==> src/rtl/bio_pkg.sv <==
// Shared constants, types and helpers for the bit-addressed I/O unit
package bio_pkg;
    localparam int DATA_W = 16;
    localparam int LINE_AW = 12;
    localparam int REG_AW = 3;
    localparam int PHYS_AW = 20;
    // Register word offsets
    localparam logic [2:0] OFS_BASE = 3'h0;
    localparam logic [2:0] OFS_CMD = 3'h1;
    localparam logic [2:0] OFS_OPER = 3'h2;
    localparam logic [2:0] OFS_STAT = 3'h3;
    // Command word fields
    localparam int CMD_OP_HI = 15;
    localparam int CMD_OP_LO = 13;
    localparam int CMD_DISP_HI = 7;
    localparam int CMD_CNT_HI = 3;
    // Base field inside the base register (bits 3..14 counted from the MSB)
    localparam int BASE_HI = 12;
    localparam int BASE_LO = 1;
    // Status bit positions
    localparam int STAT_BUSY = 0;
    localparam int STAT_WIDE = 1;
    localparam int STAT_EQ = 2;
    // Counts
    localparam logic [4:0] FULL_COUNT = 5'h10;
    localparam logic [4:0] BYTE_MAX = 5'h08;
    localparam logic [4:0] ONE_COUNT = 5'h01;
    // Input settle time before a line is sampled
    localparam int SETTLE_NS = 200;
    localparam int CLK_NS = 50;
    localparam int SETTLE_CYC = (SETTLE_NS + CLK_NS - 1) / CLK_NS;
    // Reset values
    localparam logic [15:0] RST_WORD = 16'h0000;
    // Peripheral window in the byte address space
    localparam logic [15:0] PERIPH_WIN = 16'hFC00;
    localparam logic [4:0] PERIPH_TOP = 5'h1F;
    localparam logic [3:0] LOW_PAD = 4'h0;

    typedef enum logic [2:0]
    {
        BIO_OP_NONE,
        BIO_OP_SET_ONE,
        BIO_OP_SET_ZERO,
        BIO_OP_TEST,
        BIO_OP_MOUT,
        BIO_OP_MIN
    } bio_op_t;

    typedef enum logic [1:0]
    {
        BIO_ST_IDLE,
        BIO_ST_OUT,
        BIO_ST_IN
    } bio_state_t;

    typedef struct packed
    {
        logic [11:0] addr;
        logic wdata;
        logic wr;
        logic rd;
    } bio_line_t;

    function automatic logic [11:0] bio_sext(input logic [7:0] d);
        bio_sext = {{4{d[7]}}, d};
    endfunction
endpackage

==> src/rtl/bio_top.sv <==
// Bit-addressed programmed I/O unit with register port and line interface
//
// Local design decisions: the register offsets and the address-and-strobe port.
`timescale 1ns/1ps
`default_nettype none
module bio_top
(
    input wire logic clk,
    input wire logic rst,
    input wire logic [2:0] reg_addr,
    input wire logic [15:0] reg_wdata,
    input wire logic reg_wr,
    input wire logic reg_rd,
    output logic [15:0] reg_rdata,
    output bio_pkg::bio_line_t line,
    input wire logic line_rdata,
    input wire logic large_variant,
    input wire logic [15:0] mem_addr,
    output logic [19:0] phys_addr,
    output logic periph_sel
);
    bio_pkg::bio_state_t state_q, state_d;
    bio_pkg::bio_op_t op_q, op_d;
    bio_pkg::bio_line_t line_q, line_d;
    logic [15:0] wr12_q;
    logic [15:0] cmd_q;
    logic [15:0] oper_q, oper_d;
    logic [15:0] rdata_q;
    logic [7:0] disp_q, disp_d;
    logic [4:0] cnt_q, cnt_d;
    logic [4:0] idx_q, idx_d;
    logic [2:0] wait_q, wait_d;
    logic eq_q, eq_d;
    logic wide_q, wide_d;
    logic in_s1_q, in_s2_q;
    logic lv_s1_q, lv_s2_q;
    logic [11:0] eff;

    // Command decode
    wire logic [2:0] cmd_op_raw = reg_wdata[bio_pkg::CMD_OP_HI:bio_pkg::CMD_OP_LO];
    wire bio_pkg::bio_op_t cmd_op = bio_pkg::bio_op_t'(cmd_op_raw);
    wire logic [7:0] cmd_disp = reg_wdata[bio_pkg::CMD_DISP_HI:0];
    wire logic [3:0] cmd_cnt = reg_wdata[bio_pkg::CMD_CNT_HI:0];
    wire logic op_valid = (cmd_op_raw != 3'h0) && (cmd_op_raw <= 3'h5);
    wire logic busy = (state_q != bio_pkg::BIO_ST_IDLE);
    // Commands arriving while busy are dropped; software polls the busy bit
    wire logic go = reg_wr && (reg_addr == bio_pkg::OFS_CMD) && op_valid && !busy;
    wire logic cmd_multi = (cmd_op == bio_pkg::BIO_OP_MOUT) || (cmd_op == bio_pkg::BIO_OP_MIN);
    wire logic [4:0] multi_cnt = (cmd_cnt == 4'h0) ? bio_pkg::FULL_COUNT
                                                   : {1'b0, cmd_cnt};
    wire logic single = !((op_q == bio_pkg::BIO_OP_MOUT) || (op_q == bio_pkg::BIO_OP_MIN));
    wire logic [4:0] idx_inc = idx_q + 5'h01;
    wire logic settled = (wait_q == 3'(bio_pkg::SETTLE_CYC));
    wire logic out_bit = (op_q == bio_pkg::BIO_OP_SET_ONE) ? 1'b1
                       : (op_q == bio_pkg::BIO_OP_SET_ZERO) ? 1'b0
                       : oper_q[idx_q[3:0]];
    wire logic [15:0] stat_word = {13'h0000, eq_q, wide_q, busy};
    wire logic [15:0] rd_mux = (reg_addr == bio_pkg::OFS_BASE) ? wr12_q
                             : (reg_addr == bio_pkg::OFS_CMD) ? cmd_q
                             : (reg_addr == bio_pkg::OFS_OPER) ? oper_q
                             : (reg_addr == bio_pkg::OFS_STAT) ? stat_word
                             : 16'h0000;

    bio_addr u_addr
    (
        .wr12(wr12_q),
        .disp(disp_q),
        .idx(idx_q),
        .single(single),
        .eff(eff)
    );

    bio_map u_map
    (
        .clk(clk),
        .rst(rst),
        .large_en(lv_s2_q),
        .cpu_addr(mem_addr),
        .phys_addr(phys_addr),
        .periph_sel(periph_sel)
    );

    always_comb
    begin
        state_d = state_q;
        op_d = op_q;
        disp_d = disp_q;
        cnt_d = cnt_q;
        idx_d = idx_q;
        wait_d = wait_q;
        oper_d = oper_q;
        eq_d = eq_q;
        wide_d = wide_q;
        line_d = line_q;
        line_d.wr = 1'b0;
        line_d.rd = 1'b0;
        if (reg_wr && reg_addr == bio_pkg::OFS_OPER)
        begin
            oper_d = reg_wdata;
        end
        case (state_q)
            bio_pkg::BIO_ST_IDLE:
            begin
                if (go)
                begin
                    op_d = cmd_op;
                    disp_d = cmd_disp;
                    cnt_d = cmd_multi ? multi_cnt : bio_pkg::ONE_COUNT;
                    idx_d = 5'h00;
                    wait_d = 3'h0;
                    wide_d = cmd_multi && (multi_cnt > bio_pkg::BYTE_MAX);
                    if (cmd_op == bio_pkg::BIO_OP_MIN)
                    begin
                        oper_d = bio_pkg::RST_WORD;
                    end
                    if (cmd_op == bio_pkg::BIO_OP_TEST || cmd_op == bio_pkg::BIO_OP_MIN)
                    begin
                        state_d = bio_pkg::BIO_ST_IN;
                    end
                    else
                    begin
                        state_d = bio_pkg::BIO_ST_OUT;
                    end
                end
            end
            bio_pkg::BIO_ST_OUT:
            begin
                line_d.wr = 1'b1;
                line_d.addr = eff;
                line_d.wdata = out_bit;
                idx_d = idx_inc;
                if (idx_inc == cnt_q)
                begin
                    state_d = bio_pkg::BIO_ST_IDLE;
                end
            end
            bio_pkg::BIO_ST_IN:
            begin
                // Strobe and address held while the synchroniser settles
                line_d.rd = 1'b1;
                line_d.addr = eff;
                wait_d = wait_q + 3'h1;
                if (settled)
                begin
                    wait_d = 3'h0;
                    if (op_q == bio_pkg::BIO_OP_TEST)
                    begin
                        eq_d = in_s2_q;
                    end
                    else
                    begin
                        oper_d[idx_q[3:0]] = in_s2_q;
                    end
                    idx_d = idx_inc;
                    if (idx_inc == cnt_q)
                    begin
                        state_d = bio_pkg::BIO_ST_IDLE;
                        line_d.rd = 1'b0;
                    end
                end
            end
            default:
            begin
                state_d = bio_pkg::BIO_ST_IDLE;
            end
        endcase
    end

    always_ff @(posedge clk)
    begin
        if (rst)
        begin
            state_q <= bio_pkg::BIO_ST_IDLE;
            op_q <= bio_pkg::BIO_OP_NONE;
            line_q <= '0;
            disp_q <= 8'h00;
            cnt_q <= 5'h00;
            idx_q <= 5'h00;
            wait_q <= 3'h0;
            oper_q <= bio_pkg::RST_WORD;
            eq_q <= 1'b0;
            wide_q <= 1'b0;
        end
        else
        begin
            state_q <= state_d;
            op_q <= op_d;
            line_q <= line_d;
            disp_q <= disp_d;
            cnt_q <= cnt_d;
            idx_q <= idx_d;
            wait_q <= wait_d;
            oper_q <= oper_d;
            eq_q <= eq_d;
            wide_q <= wide_d;
        end
    end

    always_ff @(posedge clk)
    begin
        if (rst)
        begin
            wr12_q <= bio_pkg::RST_WORD;
            cmd_q <= bio_pkg::RST_WORD;
            rdata_q <= 16'h0000;
        end
        else
        begin
            if (reg_wr && reg_addr == bio_pkg::OFS_BASE)
            begin
                wr12_q <= reg_wdata;
            end
            if (go)
            begin
                cmd_q <= reg_wdata;
            end
            rdata_q <= reg_rd ? rd_mux : 16'h0000;
        end
    end

    // Pin synchronisers; the first stage feeds only the second
    always_ff @(posedge clk)
    begin
        if (rst)
        begin
            in_s1_q <= 1'b0;
            in_s2_q <= 1'b0;
            lv_s1_q <= 1'b0;
            lv_s2_q <= 1'b0;
        end
        else
        begin
            in_s1_q <= line_rdata;
            in_s2_q <= in_s1_q;
            lv_s1_q <= large_variant;
            lv_s2_q <= lv_s1_q;
        end
    end

    assign line = line_q;
    assign reg_rdata = rdata_q;

    wire logic go_set = go && cmd_op == bio_pkg::BIO_OP_SET_ONE;
    wire logic go_clr = go && cmd_op == bio_pkg::BIO_OP_SET_ZERO;
endmodule // bio_top
`default_nettype wire

==> src/rtl/bio_addr.sv <==
// Effective line address from base register, displacement or bit index
`timescale 1ns/1ps
`default_nettype none
module bio_addr
(
    input wire logic [15:0] wr12,
    input wire logic [7:0] disp,
    input wire logic [4:0] idx,
    input wire logic single,
    output logic [11:0] eff
);
    wire logic [11:0] base = wr12[bio_pkg::BASE_HI:bio_pkg::BASE_LO];
    wire logic [11:0] offs = single ? bio_pkg::bio_sext(disp) : {7'h00, idx};
    // Wraps modulo the 12-bit line space
    assign eff = base + offs;
endmodule // bio_addr
`default_nettype wire

==> src/rtl/bio_map.sv <==
// Top-window remap of byte addresses onto the peripheral bus
`timescale 1ns/1ps
`default_nettype none
module bio_map
(
    input wire logic clk,
    input wire logic rst,
    input wire logic large_en,
    input wire logic [15:0] cpu_addr,
    output logic [19:0] phys_addr,
    output logic periph_sel
);
    wire logic in_win = large_en && (cpu_addr >= bio_pkg::PERIPH_WIN);
    wire logic [19:0] phys_d = in_win ? {bio_pkg::PERIPH_TOP, cpu_addr[14:0]}
                                      : {bio_pkg::LOW_PAD, cpu_addr};

    always_ff @(posedge clk)
    begin
        if (rst)
        begin
            phys_addr <= '0;
            periph_sel <= 1'b0;
        end
        else
        begin
            phys_addr <= phys_d;
            periph_sel <= in_win;
        end
    end
endmodule // bio_map
`default_nettype wire

==> config.mk <==
export PLATFORM = sky130hd
export DESIGN_NAME = bio_top
export DESIGN_NICKNAME = d
export VERILOG_FILES = /design/src/rtl/bio_pkg.sv /design/src/rtl/bio_top.sv /design/src/rtl/bio_addr.sv /design/src/rtl/bio_map.sv
export SDC_FILE = /design/constraint.sdc
export NUM_CORES = 1
export LEC_CHECK = 0
export ABC_AREA = 1
export BUFFER_PORTS_ARGS = -buffer_cell sky130_fd_sc_hd__buf_2
export CORE_MARGIN = 2
export CORE_UTILIZATION = 62
export DETAILED_ROUTE_END_ITERATION = 8
export PLACE_DENSITY_LB_ADDON = 0.08
export SKIP_LAST_GASP = 1
export SYNTH_ARGS = -nofsm -noshare
export SYNTH_HDL_FRONTEND = slang
export SYNTH_HIERARCHICAL = 1
export SYNTH_SLANG_ARGS = --single-unit
==> constraint.sdc <==
create_clock -name clk -period 5.9 [get_ports clk]
set_input_delay 0.59 -clock clk [delete_from_list [all_inputs] [get_ports clk]]
set_output_delay 0.59 -clock clk [all_outputs]
set_load 0.02 [all_outputs]
==> reports/qor.yml, run 1 <==
status:
  outcome: "complete, no violations"
cts:
  clk_pin_slew_ns: 0.06
  cts_root_buffer: "clkbuf_8"
  clk-insertion-delay-late_ns: 0.54
  cts_tree: "done"
  hold_buffers: 0
  clockBufferDepth: 2
  htreeDepth: 4
  numCtsBuffers: 17
  cts_sinks: 128
  cts_resized: 0
  post_cts_buffers: 0
layout:
  layout-drive-gt1-share_pct: 15.3
  fill_cells: 879
  syn_to_final_growth_pct: 15.1
  diodes: 0
  fin_nets: 1070
  layout_commonest_cell: "nand2_1"
  mostFrequentLayoutCells: "nand2_1 (245), dfxtp_1 (128), inv_1 (108), buf_2 (92), nor2_1 (87)"
  fin_area_mm2: 0.00751
timing:
  min_period_ns: 2.72
  relSlewSlack_pct: 30.6
  setup_viol: 0
  hold_ws_ns: 0.255
  max_freq_ghz: 0.367
  min_period_over_period_pct: 46.1
  fin_skew_ns: 0.0134
  maxSlewViolCount: 0
  finalWorstSetupSlack_ns: 3.18
  rsz0062_at_grt: "false"
  tightest_slew_ns: 1.04
  final.setup.tns_ns: 0
  hold_viol_final: 0
global_routing:
  track_usage_pct: 31.3
  grt_max_degree: 74
  antenna_found_initial: 0
  grt_overflow: 0
  grt_pass1_wl_um: 28200
  grt_pass1_vias: 5763
synthesis:
  synthCells: 947
  syn_area_mm2: 0.00653
  synth-warning-count: 6
  yosysSeqAreaShare_pct: 39.3
  ys_ff_latch: 128
  async_flop_share_pct: 0
  syn-num-nets: 1006
  avgSynthCellArea_um2: 6.89
  synth_top_flop_cell: "dfxtp_1"
  ys_types: 39
  synth_edf_count: 0
floorplanning:
  num_io_pins: 93
  die_area_mm2: 0.0114
  initial_core_util_pct: 63.5
  core-area_mm2: 0.0103
  rows: 37
  die-width_um: 107
  fp.dieH_um: 107
placed_design:
  io_buffers: 92
  place_hpwl_um: 11800
  post-place-ws_ns: 3.23
  gp_congestion: 0.922
  place_area_mm2: 0.00691
routing:
  routedWlPerCell_um: 15.1
  ant_nets: 0
  routed_wl_um: 17600
  drt_iter0_drc: 635
  drc: 0
  firstDrtPassIters: 6
  vias: 6491
  vias_per_cell: 5.60
hold_path:
  hold_path_class: "primary input to flip-flop"
  hold_depth: 3
pwr:
  vdd_ir_drop_max_mv: 0.353
  p_leak_uw: 0.00357
  power_uw: 2780
  power-per-cell-area_mw_per_mm2: 370
critical_path:
  crit_fanout: 13
  worstPathRequired_ns: 6.33
  crit_path_start_kind: "flip-flop"
  critPathKind: "flip-flop to flip-flop"
  ff2ff_path_depth: 15
  cp.arrival_ns: 3.15
  endpoint_kind: "flip-flop"
job:
  cap_violations: 0
-- cell families (layout without fill, tap and decap cells) --
group	count (synthesis)	after routing	synth area share (%)
AOI/OAI and AO/OA	185	185	16.0
muxes	5	5	0.863
and+or+nand+nor	442	442	28.6
xor gates and xnor gates	8	8	1.07
buffers and inverters	161	238	10.5
adders and majority gates	18	18	3.57
DFF	128	128	39.3
-- sequential cells by signal, summed over array words and instances, names as in the netlist --
register         count
idx_q                5
line                15
u_map/phys_addr     17
disp_q               8
in_s2_q              1
wr12_q              16
lv_s1_q              1
in_s1_q              1
reg_rdata           16
lv_s2_q              1
wait_q               3
state_q              2
op_q                 3
cmd_q               16
eq_q                 1
oper_q              16
wide_q               1
cnt_q                5
-- final timing paths --
check               from  slack (ns)                 end
max              op_q[1]        3.18            line[13]
min          mem_addr[4]        0.26  u_map/phys_addr[4]
max reg2reg      op_q[1]        3.18            line[13]
min reg2reg      in_s1_q        0.41             in_s2_q
-- cell type report --
type                    instances  area, um^2  share of cell area, %
multi-input cells             658        3280                   43.7
well taps                     136         170                   2.27
repair buffers                 95         483                   6.43
flip-flops and latches        128        2560                   34.1
clock buffers                  18         428                   5.70
clock inverters                14         169                   2.25
inverters                     111         419                   5.58
-- layer usage --
metal  wire length, um  track usage, %
met2              8060            50.4
met3              1510            6.44
met1              7590            41.8
met5                 0               0
met4               402            10.9
-- report_power, final --
group / internal (uW) / total [uW] / leakage, uW / switching, uW
Sequential: 945 / 1020 / 0.00104 / 71.7
Clock: 628 / 1070 / 0.000285 / 441
Combinational: 203 / 690 / 0.00224 / 487
Total: 1780 / 2780 / 0.00357 / 999
-- cells in the mapped netlist, types with 2 or more instances --
cell        n  share of area, %
nor2_4      2              0.35
xor2_1      7              0.94
a211oi_1    5              0.58
dfxtp_1   128                39
buf_2      10              0.77
nand2_2     8              0.77
o211ai_2    3              0.58
inv_1     108               6.2
o211ai_1   12               1.4
a31oi_1    27               2.6
nand3b_1    2              0.23
nand4_1     4              0.38
o21ai_1    11              0.84
nor2_1     88               5.1
o21ai_2     2              0.27
mux2_2      5              0.86
ha_1       17               3.3
nor4_1     12               1.2
a221oi_1    3              0.40
a21oi_1    70               5.4
nor2_2      3              0.29
clkinv_2    2              0.15
buf_4       6              0.69
clkbuf_1   24               1.4
nor3_1      7              0.54
nand2_1   245                14
nand3_1    68               5.2
buf_6       6               1.0
buf_1       3              0.17
o21ai_0    50               3.8
-- stage by stage --
step	util, %	instances
finish	73.1	1160
global route	73.1	1160
CTS	73.1	1160
detailed placement	67.3	1128
global placement	67.3	1128
floorplan	-	947
-- critical path, stage by stage, from the launching register on --
cell	delay, ns
dfxtp_1	0.40
inv_1	0.06
nand2_1	0.38
mux2_2	0.40
ha_1	0.21
fa_1	0.41
nand3_1	0.10
nand2_1	0.08
nand2_1	0.06
nand2_1	0.10
nand2_1	0.11
nand2_1	0.05
nand2_1	0.06
nand2_1	0.04
nor2_1	0.10
nor2_1	0.06
Note: power is estimated with default switching activity, not from simulation.
==> run 2, diff against run 1 <==
Settings changed: ABC_AREA 1 to 0, CORE_UTILIZATION 62 to 52.
Clock period 5.9 ns to 2.3 ns, I/O delays scaled along.
==> run 2 against run 1 <==
  * The flow now finishes with violations (setup timing)
  * Critical path depth is 4 lower
  * Synthesized cell count decreased by 23%
  * Count of clock-buffer cells in the layout did not move
  * Maximum frequency increased by 7.9%
  * Total power up 120%
  * Die area is 14% higher
  * Wire length down 4.0%
  * Sequential cell count unchanged
  * Cell count shrank 15%
  * Worst hold slack worse by 0.23 ns
  * Register-to-register slack got worse by 3.4 ns
  * Non-clock buffer count up 38
==> reports/qor.yml, run 2 <==
status:
  outcome: "complete, but fails checks"  # was complete, no violations
  violations: "setup timing"
timing:
  tightest_slew_ns: 0.642  # was 1.04 ns
  hold_viol_final: 0  # unchanged
  rsz0062_at_grt: "true"  # was false
  fin_skew_ns: 0.00557  # was 0.0134 ns
  min_period_ns: 2.52  # was 2.72 ns
  max_freq_ghz: 0.396  # was 0.367 GHz
  maxSlewViolCount: 0  # unchanged
  setup_viol: 5  # was 0
  min_period_over_period_pct: 110  # was 46.1%
  hold_ws_ns: 0.0217  # was 0.255 ns
  relSlewSlack_pct: 57.1  # was 30.6%
  finalWorstSetupSlack_ns: -0.224  # was 3.18 ns
layout:
  top_register: "u_map/phys_addr"  # unchanged
  mostFrequentLayoutCells: "dfxtp_1 (126), nand2_1 (95), buf_2 (91), nor2_1 (64), a21oi_1 (57)"  # was nand2_1 (245), dfxtp_1 (128), inv_1 (108), buf_2 (92), nor2_1 (87)
  multi_input_area_mm2: 0.00349  # was 0.00328 mm^2
  layout_commonest_cell: "dfxtp_1"  # was nand2_1
  layout-drive-gt1-share_pct: 23.8  # was 15.3%
  fin_nets: 886  # was 1,070
  largest_reg_flops: 17  # unchanged
  fill_cells: 1026  # was 879
  diodes: 0  # unchanged
  syn_to_final_growth_pct: 24.0  # was 15.1%
  regArea_mm2: 0.00256  # about the same
synthesis:
  synthCells: 729  # was 947
  synth_top_flop_cell: "dfxtp_1"  # unchanged
  synthTopCellsByCount: "dfxtp_1 (128), nand2_1 (95), nor2_1 (65)"  # was nand2_1 (245), dfxtp_1 (128), inv_1 (108)
  syn-num-nets: 788  # was 1,006
  synth_edf_count: 0  # unchanged
  yosysSeqAreaShare_pct: 40.8  # was 39.3%
  synth_area_leader_cell: "dfxtp_1"  # unchanged
  post-synth-top-count-cell: "dfxtp_1"  # was nand2_1
  synth_top_area_share_pct: 40.8  # was 39.3%
  avgSynthCellArea_um2: 8.62  # was 6.89 um^2
  ys_types: 64  # was 39
  ys_ff_latch: 128  # unchanged
  syn_area_mm2: 0.00628  # was 0.00653 mm^2
  synth-warning-count: 6  # unchanged
  async_flop_share_pct: 0  # unchanged
  yosys-top-cells-area: "dfxtp_1 (41%), mux2i_1 (8.8%), nand2_1 (5.7%)"  # was dfxtp_1 (39%), nand2_1 (14%), inv_1 (6.2%)
routing:
  firstDrtPassIters: 5  # was 6
  vias_per_cell: 5.59  # was 5.60
  routedWlPerCell_um: 17.1  # was 15.1 um
  routed_wl_um: 16900  # was 17,600 um
  drc: 0  # unchanged
  drt_iter0_drc: 371  # was 635
  ant_nets: 0  # unchanged
  vias: 5517  # was 6,491
cts:
  clockBufferDepth: 2  # unchanged
  clk_pin_slew_ns: 0.06  # about the same
  cts_sinks: 128  # unchanged
  htreeDepth: 4  # unchanged
  clk-insertion-delay-late_ns: 0.42  # was 0.54 ns
  cts_tree: "done"  # unchanged
  cts_root_buffer: "clkbuf_16"  # was clkbuf_8
  numCtsBuffers: 17  # unchanged
placed_design:
  io_buffers: 92  # unchanged
  gp_congestion: 0.897  # was 0.922
  place_hpwl_um: 11900  # was 11,800 um
pwr:
  p_switching_uw: 1470  # was 999 uW
  p_clk_share_pct: 49.7  # was 38.5%
  internal_power_uw: 4610  # was 1780 uW
  power_uw: 6080  # was 2780 uW
  power-per-cell-area_mw_per_mm2: 780  # was 370 mW/mm^2
  power_frac_seq_pct: 38.4  # was 36.6%
  p_sw_share_pct: 24.1  # was 36.0%
  combPwrFrac_pct: 11.9  # was 24.8%
  p_leak_uw: 0.00325  # was 0.00357 uW
  vdd_ir_drop_max_mv: 0.501  # was 0.353 mV
floorplanning:
  fp.dieH_um: 114  # was 107 um
  num_io_pins: 93  # unchanged
  rows: 40  # was 37
  die-width_um: 114  # was 107 um
  initial_core_util_pct: 52.8  # was 63.5%
  die_area_mm2: 0.0130  # was 0.0114 mm^2
  core-area_mm2: 0.0119  # was 0.0103 mm^2
hold_path:
  hold_end: "u_map/phys_addr[1]"  # was u_map/phys_addr[4]
  hold_path_class: "primary input to flip-flop"  # unchanged
  hp-start: "mem_addr[1]"  # was mem_addr[4]
  hold_depth: 2  # was 3
critical_path:
  slowest_delay_ns: 0.36  # was 0.41 ns
  ff2ff_path_depth: 11  # was 15
  regToRegSetupSlack_ns: -0.22  # was 3.18 ns
  crit_fanout: 5  # was 13
  cp.arrival_ns: 2.88  # was 3.15 ns
  path_cells: "nand2b_4 -> mux2_4 -> ha_4 -> fa_2 -> a211oi_2 -> o21a_1 -> nor2_4 -> o32ai_2 -> xor2_1 -> mux2i_1 -> nor2_1"  # was inv_1 -> nand2_1 -> mux2_2 -> ha_1 -> fa_1 -> nand3_1 -> nand2_1 -> nand2_1 -> nand2_1 -> nand2_1 -> nand2_1 -> nand2_1 -> nand2_1 -> nor2_1 -> nor2_1
  r2r-end: "line[11]"  # was line[13]
  crit_path_start_kind: "flip-flop"  # unchanged
  worstPathRequired_ns: 2.65  # was 6.33 ns
  r2r-start: "op_q[1]"  # unchanged
  critPathKind: "flip-flop to flip-flop"  # unchanged
  crit_slowest_cell: "fa_2"  # was fa_1
  endpoint_kind: "flip-flop"  # unchanged
global_routing:
  grt_overflow: 0  # unchanged
  grt_pass1_vias: 5108  # was 5,763
  grt_pass1_wl_um: 26600  # was 28,200 um
  antenna_found_initial: 0  # unchanged
  track_usage_pct: 26.6  # was 31.3%
  grt_max_degree: 60  # was 74
job:
  cap_violations: 0  # unchanged
==> run 2: repair_timing <==
action                                  in CTS  in global routing
hold buffers                                 1                  0
endpoints found under the hold margin        1                  0
endpoints found under the setup margin       6                  7
resized for setup                            0                  4
buffers inserted                             0                  4
pin swaps                                    2                 12
==> run 2: worst max path at each step <==
| stage | from | endpoint | slack, ns | depth (start not counted) |
|---|---|---|---|---|
| 6_report | op_q[1] | line[11] | -0.22 | 11 |
| 5_1_grt | op_q[1] | line[11] | -0.31 | 11 |
| 4_1_cts | op_q[1] | line[11] | -0.22 | 11 |
| 3_5_place_dp | op_q[1] | line[14] | -0.17 | 10 |
| 3_3_place_gp | op_q[1] | line[11] | -0.09 | 11 |
| 2_1_floorplan | op_q[1] | line[11] | -0.14 | 12 |
==> run 2: per-layer routing <==
metal / vias to the layer above / global-route usage (%) / share of wire [%]
li1: 2707 / - / -
met1: 2601 / 34.9 / 44
met2: 182 / 44.4 / 49
met3: 27 / 4.84 / 5.6
met4: 0 / 8.78 / 1.6
met5: - / 0 / 0
==> run 2: area by class of cell <==
class / instances / area share, %
Timing Repair Buffer: 133 / 10.1
Sequential cell: 128 / 32.9
Tap cell: 147 / 2.36
Inverter: 26 / 1.25
Multi-Input combinational cell: 521 / 44.8
Clock buffer: 18 / 5.51
Clock inverter: 14 / 3.05
==> run 2: cell families (layout without fill, tap and decap cells) <==
group           count (synthesis)  count (layout)  synth area share (%)
simple gates                  277             277                  22.0
compound gates                145             145                  14.7
flops                         128             128                  40.8
buf+inv                        80             191                  5.39
mux                            65              65                  11.3
fa+ha+maj                      18              18                  3.70
xor+xnor                       16              16                  2.23
==> run 2: through the flow <==
step	cell area, um^2	utilization (%)	TNS (ns)	cells	setup WS, ns
6_report	7790	65.4	-0.833	987	-0.224
5_1_grt	7790	65.4	-1.52	987	-0.305
4_1_cts	7740	65.0	-0.729	983	-0.220
3_5_place_dp	7060	59.3	-0.741	950	-0.174
3_3_place_gp	7060	59.3	-0.318	950	-0.0911
2_1_floorplan	6360	-	-0.463	729	-0.140
==> run 2: worst max-delay path: cells and delay by family, from the launching register on <==
| kind | cells | cell delay, ns |
|---|---|---|
| AND/OR/NAND/NOR | 3 | 0.30 |
| multiplexers | 2 | 0.41 |
| adder cells (fa/ha/maj) | 2 | 0.53 |
| XOR/XNOR | 1 | 0.18 |
| AO/OA/AOI/OAI | 3 | 0.70 |
| flip-flops | 1 | 0.33 |
==> run 2: power by group through the flow <==
stage	clock, uW	combinational, uW	sequential (uW)
2_1_floorplan	0	441	2410
3_3_place_gp	0	701	2380
3_5_place_dp	0	716	2380
4_1_cts	3060	720	2330
5_1_grt	3160	785	2340
6_report	3020	722	2330
